==> config.mk <==
export PLATFORM = sky130hd
export DESIGN_NAME = data_eeprom_page_programmer
export DESIGN_NICKNAME = d
export VERILOG_FILES = /design/src/hw/eeprom_pkg.sv /design/src/hw/latch_if.sv /design/src/hw/eeprom_array.sv /design/src/hw/row_latch_bank.sv /design/src/hw/data_eeprom_page_programmer.sv
export SDC_FILE = /design/constraint.sdc
export NUM_CORES = 2
export LEC_CHECK = 0
export BUFFER_PORTS_ARGS = -buffer_cell sky130_fd_sc_hd__buf_2
export CORE_AREA = 4 4 305 307
export CTS_CLUSTER_SIZE = 12
export DETAILED_ROUTE_END_ITERATION = 8
export DIE_AREA = 0 0 309 311
export PLACE_DENSITY = 0.79
export SYNTH_ARGS = -nofsm -noshare
export SYNTH_HDL_FRONTEND = slang
export SYNTH_SLANG_ARGS = --single-unit
==> constraint.sdc <==
create_clock -name clock -period 9 [get_ports clock]
set_clock_uncertainty 0.05 [all_clocks]
set_input_delay 0 -clock clock [delete_from_list [all_inputs] [get_ports clock]]
set_output_delay 0 -clock clock [all_outputs]
set_load 0.05 [all_outputs]
==> src/hw/eeprom_pkg.sv <==
// constants shared by the data eeprom programmer modules
package eeprom_pkg;
  // ==================================================================
  // bus map, byte addresses on a 10-bit Avalon address
  localparam int          ADDR_W        = 10;
  localparam int          DATA_W        = 32;
  localparam logic [9:0]  CSR_ADDR      = 10'h030;
  localparam int          EE_SEL_BIT    = 9;     // 0x200..0x3FC is the array window
  localparam int          IDX_LSB       = 2;     // one byte per 32-bit word
  // ==================================================================
  // array geometry
  localparam int          EE_BYTES      = 128;
  localparam int          IDX_W         = 7;
  localparam int          ROW_BYTES     = 32;
  localparam int          COL_W         = 5;
  localparam int          ROW_W         = 2;
  localparam logic [4:0]  LAST_COL      = 5'h1F;
  localparam logic [6:0]  LAST_IDX      = 7'h7F;
  localparam logic [7:0]  ERASED_BYTE   = 8'hFF;
  // ==================================================================
  // control/status field layout and reset value
  localparam int          LAT_BIT       = 1;
  localparam int          PGM_BIT       = 0;
  localparam logic [7:0]  CSR_RESET     = 8'h00;
  // ==================================================================
  // default programming time in system clocks
  localparam int          PROG_CYCLES_DEF = 2000;
  // engine states
  typedef enum logic [1:0] {st_idle, st_timing, st_commit, st_erase} engine_state_t;
endpackage

==> src/hw/latch_if.sv <==
// carrier between the controller and its row latch bank
`timescale 1ns/1ps
interface latch_if;
  import eeprom_pkg::*;
  logic             wr;
  logic [COL_W-1:0] wr_col;
  logic [7:0]       wr_data;
  logic             clear;
  logic [COL_W-1:0] rd_col;
  logic [7:0]       rd_data;
  logic             rd_valid;
  modport ctrl (output wr, wr_col, wr_data, clear, rd_col, input rd_data, rd_valid);
  modport bank (input wr, wr_col, wr_data, clear, rd_col, output rd_data, rd_valid);
endinterface

==> src/hw/eeprom_array.sv <==
// byte array memory with one write port and a registered read port
`timescale 1ns/1ps
module eeprom_array #(
  parameter int DEPTH = 128,
  parameter int AW    = 7
) (
  // clock
  input  wire logic          clock,
  // write port
  input  wire logic          we,
  input  wire logic [AW-1:0] waddr,
  input  wire logic [7:0]    wdata,
  // read port
  input  wire logic [AW-1:0] raddr,
  output      logic [7:0]    q
);
  logic [7:0] cells [DEPTH];

  // cells hold no reset: the array is nonvolatile in intent
  always_ff @(posedge clock) begin
    if (we) begin
      cells[waddr] <= wdata;
    end
  end

  // read data always registered
  always_ff @(posedge clock) begin
    q <= cells[raddr];
  end
endmodule

==> src/hw/row_latch_bank.sv <==
// 32 write latches of one row, with wired-and overwrite
`timescale 1ns/1ps
module row_latch_bank
  import eeprom_pkg::*;
(
  // clock and reset
  input  wire logic clock,
  input  wire logic rst_n,
  // controller side
  latch_if.bank     lif
);
  logic [7:0]           data  [ROW_BYTES];
  logic [ROW_BYTES-1:0] valid;

  // one latch per column; a second write ANDs into the first
  for (genvar i = 0; i < ROW_BYTES; i++) begin : g_latch
    always_ff @(posedge clock or negedge rst_n) begin
      if (!rst_n) begin
        data[i]  <= 8'hFF;
        valid[i] <= 1'b0;
      end else if (lif.clear) begin
        data[i]  <= 8'hFF;
        valid[i] <= 1'b0;
      end else if (lif.wr && lif.wr_col == COL_W'(i)) begin
        data[i]  <= data[i] & lif.wr_data;
        valid[i] <= 1'b1;
      end
    end
  end

  // only the commit walk reads the latches, never the bus
  assign lif.rd_data  = data[lif.rd_col];
  assign lif.rd_valid = valid[lif.rd_col];
endmodule

==> src/hw/data_eeprom_page_programmer.sv <==
// data eeprom controller: avalon slave, row latches, timed programming
//
// The Avalon-MM register port was left to the implementer.
`timescale 1ns/1ps
// Summary of operation
// - read mode returns array like rom
// - write mode captures bus writes into latches
// - program bit commits latches to last row
// - completion clears program and latch bits together
// - latches clear at end, lat fall; AND
// - latched data never readable
// - array read in write mode undriven; here it returns zero
// - array write in read mode ignored
// - reset aborts cycle, row undefined
// - wait entered when idle, else after cycle
// - halt stops at once, abandons cycle
// - protection blocks external read and rewrite
// - protection removal erases whole memory first
// - csr resets zero, bits 7:2 zero
// - latch bit cleared only when idle
// - program bit set starts, reads busy
// - cycle length timed internally
module data_eeprom_page_programmer
  import eeprom_pkg::*;
#(
  parameter int PROG_CYCLES = PROG_CYCLES_DEF
) (
  // clock and reset
  input  wire logic              clock,
  input  wire logic              rst_n,
  // avalon-mm slave
  input  wire logic [ADDR_W-1:0] address,
  input  wire logic              read,
  input  wire logic              write,
  input  wire logic [DATA_W-1:0] writedata,
  output      logic [DATA_W-1:0] readdata,
  output      logic              waitrequest,
  // access origin and protection option
  input  wire logic              ext_access,
  input  wire logic              read_protect,
  input  wire logic              protect_removed,
  // power modes
  input  wire logic              wait_req,
  input  wire logic              halt_req,
  // status
  output      logic              ee_waiting,
  output      logic              ee_halted,
  output      logic              erase_program_memory
);
  // ==================================================================
  // internal signals
  latch_if lif ();
  engine_state_t             state;
  logic                      lat;
  logic                      pgm;
  logic                      lat_prev;
  logic                      phase;
  logic                      ack;
  logic [ROW_W-1:0]          row;
  logic [COL_W-1:0]          col;
  logic [IDX_W-1:0]          erase_idx;
  logic [31:0]               tcount;
  logic                      hit_csr;
  logic                      hit_ee;
  logic                      take;
  logic                      done;
  logic                      start;
  logic                      blocked;
  logic                      mem_we;
  logic [IDX_W-1:0]          mem_waddr;
  logic [7:0]                mem_wdata;
  logic [7:0]                mem_q;
  logic [IDX_W-1:0]          bus_idx;

  // ==================================================================
  // address decode
  function automatic logic is_ee(input logic [ADDR_W-1:0] a);
    return a[EE_SEL_BIT] && a[1:0] == 2'h0;
  endfunction

  assign hit_csr = address == CSR_ADDR;
  assign hit_ee  = is_ee(address);
  assign bus_idx = address[IDX_LSB +: IDX_W];
  // protected parts refuse external reads and rewrites
  assign blocked = read_protect && ext_access;
  // the access takes effect at the edge that samples waitrequest low;
  // acting one edge earlier would let a write land before the master
  // sees its answer
  assign take    = !waitrequest && (read || write);

  // ==================================================================
  // avalon handshake: fixed two-cycle answer, ack blocks a re-take
  always_ff @(posedge clock or negedge rst_n) begin
    if (!rst_n) begin
      phase       <= 1'b0;
      ack         <= 1'b0;
      waitrequest <= 1'b1;
    end else begin
      phase       <= (read || write) && !phase && !ack;
      ack         <= phase;
      waitrequest <= !phase;
    end
  end

  // read data, registered; array data needs the registered mem port
  always_ff @(posedge clock or negedge rst_n) begin
    if (!rst_n) begin
      readdata <= '0;
    end else if (phase && read) begin
      if (hit_csr) begin
        readdata <= {30'h0, lat, pgm};
      end else if (hit_ee && !lat && !blocked) begin
        readdata <= {24'h0, mem_q};
      end else begin
        readdata <= '0;  // write mode, protected and unmapped reads return zero
      end
    end
  end

  // ==================================================================
  // control/status register; hardware clear first so a set wins
  assign done  = state == st_commit && col == LAST_COL;
  always_ff @(posedge clock or negedge rst_n) begin
    if (!rst_n) begin
      lat <= CSR_RESET[LAT_BIT];
      pgm <= CSR_RESET[PGM_BIT];
    end else begin
      if (done) begin
        lat <= 1'b0;
        pgm <= 1'b0;
      end
      if (halt_req && state != st_erase) begin
        pgm <= 1'b0;  // halt abandons the cycle
      end
      if (take && write && hit_csr && !blocked) begin
        if (writedata[LAT_BIT]) begin
          lat <= 1'b1;
        end else if (!pgm) begin
          lat <= 1'b0;
        end
        // clearing mid-cycle aborts; data of that row is undefined
        pgm <= writedata[PGM_BIT];
      end
    end
  end

  // previous latch mode, for the falling edge that empties the latches
  always_ff @(posedge clock or negedge rst_n) begin
    if (!rst_n) begin
      lat_prev <= 1'b0;
    end else begin
      lat_prev <= lat;
    end
  end

  // ==================================================================
  // latch capture and row tracking
  assign lif.wr      = take && write && hit_ee && lat && !pgm && !blocked;
  assign lif.wr_col  = bus_idx[COL_W-1:0];
  assign lif.wr_data = writedata[7:0];
  assign lif.clear   = done || (lat_prev && !lat);
  assign lif.rd_col  = col;

  // the row of the last latched write is the one programmed
  always_ff @(posedge clock or negedge rst_n) begin
    if (!rst_n) begin
      row <= '0;
    end else if (lif.wr) begin
      row <= bus_idx[IDX_W-1 -: ROW_W];
    end
  end

  row_latch_bank u_latches (
    .clock (clock),
    .rst_n (rst_n),
    .lif   (lif.bank)
  );

  // ==================================================================
  // programming engine; async reset aborts a running cycle
  assign start = state == st_idle && pgm && !halt_req;
  always_ff @(posedge clock or negedge rst_n) begin
    if (!rst_n) begin
      state <= st_idle;
    end else begin
      case (state)
        st_idle: begin
          if (protect_removed && !halt_req) begin
            state <= st_erase;
          end else if (start) begin
            state <= st_timing;
          end
        end
        st_timing: begin
          if (halt_req || !pgm) begin
            state <= st_idle;
          end else if (tcount == 32'(PROG_CYCLES - 1)) begin
            state <= st_commit;
          end
        end
        st_commit: begin
          if (halt_req || !pgm || done) begin
            state <= st_idle;
          end
        end
        st_erase: begin
          if (erase_idx == LAST_IDX) begin
            state <= st_idle;
          end
        end
        default: state <= st_idle;
      endcase
    end
  end

  // cycle timer, no software involvement in its length
  always_ff @(posedge clock or negedge rst_n) begin
    if (!rst_n) begin
      tcount <= '0;
    end else if (state == st_timing) begin
      tcount <= tcount + 32'h1;
    end else begin
      tcount <= '0;
    end
  end

  // commit walk over the 32 columns, one byte per clock
  always_ff @(posedge clock or negedge rst_n) begin
    if (!rst_n) begin
      col <= '0;
    end else if (state == st_commit) begin
      col <= col + 5'h1;
    end else begin
      col <= '0;
    end
  end

  // erase walk over the whole array
  always_ff @(posedge clock or negedge rst_n) begin
    if (!rst_n) begin
      erase_idx <= '0;
    end else if (state == st_erase) begin
      erase_idx <= erase_idx + 7'h1;
    end else begin
      erase_idx <= '0;
    end
  end

  // one-cycle request that clears program memory with the array
  always_ff @(posedge clock or negedge rst_n) begin
    if (!rst_n) begin
      erase_program_memory <= 1'b0;
    end else begin
      erase_program_memory <= state == st_idle && protect_removed && !halt_req;
    end
  end

  // ==================================================================
  // array write port: erase or commit of latched bytes only
  always_comb begin
    mem_we    = 1'b0;
    mem_waddr = {row, col};
    mem_wdata = lif.rd_data;
    if (state == st_erase) begin
      mem_we    = 1'b1;
      mem_waddr = erase_idx;
      mem_wdata = ERASED_BYTE;
    end else if (state == st_commit && pgm && !halt_req) begin
      mem_we    = lif.rd_valid;  // untouched columns keep their data
    end
  end

  eeprom_array #(
    .DEPTH (EE_BYTES),
    .AW    (IDX_W)
  ) u_array (
    .clock (clock),
    .we    (mem_we),
    .waddr (mem_waddr),
    .wdata (mem_wdata),
    .raddr (bus_idx),
    .q     (mem_q)
  );

  // ==================================================================
  // power mode status: wait only once no cycle runs
  always_ff @(posedge clock or negedge rst_n) begin
    if (!rst_n) begin
      ee_waiting <= 1'b0;
      ee_halted  <= 1'b0;
    end else begin
      ee_waiting <= wait_req && state == st_idle && !start;
      ee_halted  <= halt_req;
    end
  end
endmodule

==> results.yml <==
placed_design:
  hpwl_um: 79800
  pre_cts_ws_ns: 3.80
  port_buffers: 38
  globalplace.congestion: 0.875
die:
  fp.dieArea_um2: 96100
  core-area_um2: 90000
  rows: 110
  die_h_um: 311
  initial_core_util: 0.629
  io_pins: 87
  fp.dieW_um: 309
sta:
  period_needed_ns: 5.26
  setup_ws_ns: 3.74
  finalCritPeriodShare: 0.584
  finalSetupTns_ns: 0
  worst_slew_pin_slew_ns: 1.40
  slew_headroom: 0.0572
  finalHoldViolations: 0
  drv_slew: 0
  fmax_mhz: 190
  rsz0062_at_grt: "no"
  finalSetupViolCount: 0
clock_network:
  cts_buffers: 141
  worstSkewPairLatency_ns: 0.75
  htree_levels: 4
  clock-root-buffer: "clkbuf_16"
  clock_path_buffers: 3
  clkSlewWorstSetupHoldPaths_ns: 0.06
  cts_tree: "done"
  cts_sinks: 1385
pwr:
  power_density_nw_per_um2: 216
  power.total_uw: 13400
  ir_drop_v: 0.000168
  power.leakage_uw: 0.0179
route:
  first_iter_violations: 4530
  routedWlPerCell_um: 28.5
  routed_wl_um: 138000
  first_pass_iters: 7
  routed-via-count: 33100
  postRouteAntennaNets: 0
  vias_per_cell: 6.82
  drc: 0
critical_path:
  r2r_setup_slack_ns: 3.74
  cp_slowest_stage_delay_ns: 0.75
  cp_cell_sequence: "buf_4 -> buf_4 -> mux2i_1 -> a221oi_1 -> o21ai_0 -> o21ai_4 -> buf_4 -> buf_4"
  crit_path_top_delay_cell: "buf_4"
  critPathLaunchType: "flip-flop"
  path_max_fanout: 62
  worst-endpoint-required_ns: 9.35
  cpMostUsedCell: "buf_4"
  critPathKind: "flip-flop to flip-flop"
  endpoint_kind: "flip-flop"
  arrival_ns: 5.61
grt:
  grt_max_degree: 131
  track_usage: 0.291
  grt-ovfl-total: 0
  antenna_found_initial: 1
  grt_pass1_wl_um: 209000
  grt_pass1_vias: 33100
final_layout:
  fillers: 5490
  area_growth_syn_to_layout_pct: 10.0
  final_layout_size_suffix_gt1_frac: 0.242
  multi_input_area_um2: 15300
  layout.nets: 3648
  regArea_um2: 40100
synthesis:
  yosys_register_bits: 1385
  ys_warn_count: 0
  synth_edf_count: 1024
  synthCells: 3545
  synth_ff_type: "edfxtp_1"
  async_flop_share: 0.255
  ys_types: 61
  avgSynthCellArea_um2: 16.0
  ys_seq_area_frac: 0.708
  netlist_area_um2: 56600
status:
  status: "completed"
min_path:
  hp-class: "primary input to async pin"
job:
  cap_violations: 0
-- layout by cell type, fill, tap and decap left out, types with 59 or more instances in the layout --
master and instances:
a21oi_1 59, buf_4 71, clkbuf_16 143, dfrtp_1 94, dfstp_2 257, edfxtp_1 1024
mux2_2 81, mux2i_1 110, mux4_2 243, nand2_1 395, nor2_1 67, nor3_1 137
o21ai_0 290
-- cells in the mapped netlist, drive strengths merged (27+ instances only) --
cell | number | share of area
a221oi | 27 | 0.0043
nor2b | 46 | 0.0051
nand2 | 395 | 0.026
dfstp | 257 | 0.12
buf | 125 | 0.014
edfxtp | 1024 | 0.54
inv | 41 | 0.0027
a21oi | 59 | 0.0052
o22ai | 48 | 0.0053
a211oi | 47 | 0.0062
mux2i | 110 | 0.019
dfrtp | 96 | 0.042
mux2 | 81 | 0.016
a22oi | 27 | 0.0036
clkbuf | 136 | 0.0090
nor3 | 139 | 0.012
o21ai | 299 | 0.026
mux4 | 243 | 0.097
nand3 | 39 | 0.0034
nor2 | 67 | 0.0044
-- layer usage --
| layer | vias to the layer above | track usage | wire length, um |
|---|---|---|---|
| li1 | 13800 | - | - |
| met1 | 16800 | 0.406 | 51800 |
| met2 | 2104 | 0.445 | 65800 |
| met3 | 393 | 0.0717 | 14800 |
| met4 | 2 | 0.123 | 5870 |
| met5 | - | 0 | 11 |
-- state kept, by name, indices dropped and copies added, names as in the netlist, 5 cells and up --
register         flops
u_latches.valid     32
erase_idx            7
u_array.cells     1024
tcount              32
u_array.q            8
readdata             8
col                  5
u_latches.data     256
-- report_power, final --
part,internal (uW),switching (uW)
Sequential,6980,83.4
Combinational,301,719
Clock,3010,2360
-- area by class of cell --
type / instances / share of cell area
sequential: 1385 / 0.644
multi-input combinational: 1880 / 0.245
clock buffer: 194 / 0.0617
tap: 1176 / 0.0236
timing repair buffer: 143 / 0.0181
clock inverter: 33 / 0.00474
inverter: 42 / 0.00253
antenna: 4 / 0.000161
-- critical path: cells and delay by family, from the launching register on --
kind / cells / cell delay (ns)
AOI/OAI and AO/OA: 3 / 1.19
muxes: 1 / 0.16
DFF: 1 / 0.66
buffers and inverters: 4 / 2.64
-- cells by family (layout without fill, tap and decap cells) --
| kind of cell | after synthesis | count (layout) | share of synthesized area |
|---|---|---|---|
| AND/OR/NAND/NOR | 809 | 809 | 0.0663 |
| multiplexers | 434 | 434 | 0.132 |
| adder cells (fa/ha/maj) | 4 | 4 | 0.000884 |
| XOR/XNOR | 31 | 31 | 0.00480 |
| buffers and inverters | 303 | 412 | 0.0259 |
| other | 1 | 28 | 0.0000663 |
| AO/OA/AOI/OAI | 578 | 578 | 0.0618 |
| flip-flops | 1385 | 1385 | 0.708 |
-- stage by stage --
step	cell area [um2]	hold WS, ns	std cells	util
after CTS	62200	0.0611	4851	0.691
after global placement	57700	0.0618	4590	0.641
after floorplan	56700	-0.346	3568	-
after global routing	62200	0.103	4853	0.691
final	62200	0.0538	4857	0.692
after detailed placement	57700	0.0591	4590	0.641
-- final timing paths --
kind | from | end | depth (start not counted)
max reg2reg | col[0] | u_array.cells[43][0] | 8
min in group clock | protect_removed | erase_program_memory | 3
min | rst_n | waitrequest | 2
max | col[0] | u_array.cells[43][0] | 8
min reg2reg | ack | phase | 1
max in group asynchronous | rst_n | u_latches.valid[19] | 4
-- timing repair --
action                                 in CTS  in global routing
endpoints found under the hold margin     395                  0
resized for setup                           0                  0
setup buffers                               0                  0
hold buffers                               34                  0
Power figures use the tool's default switching activity.
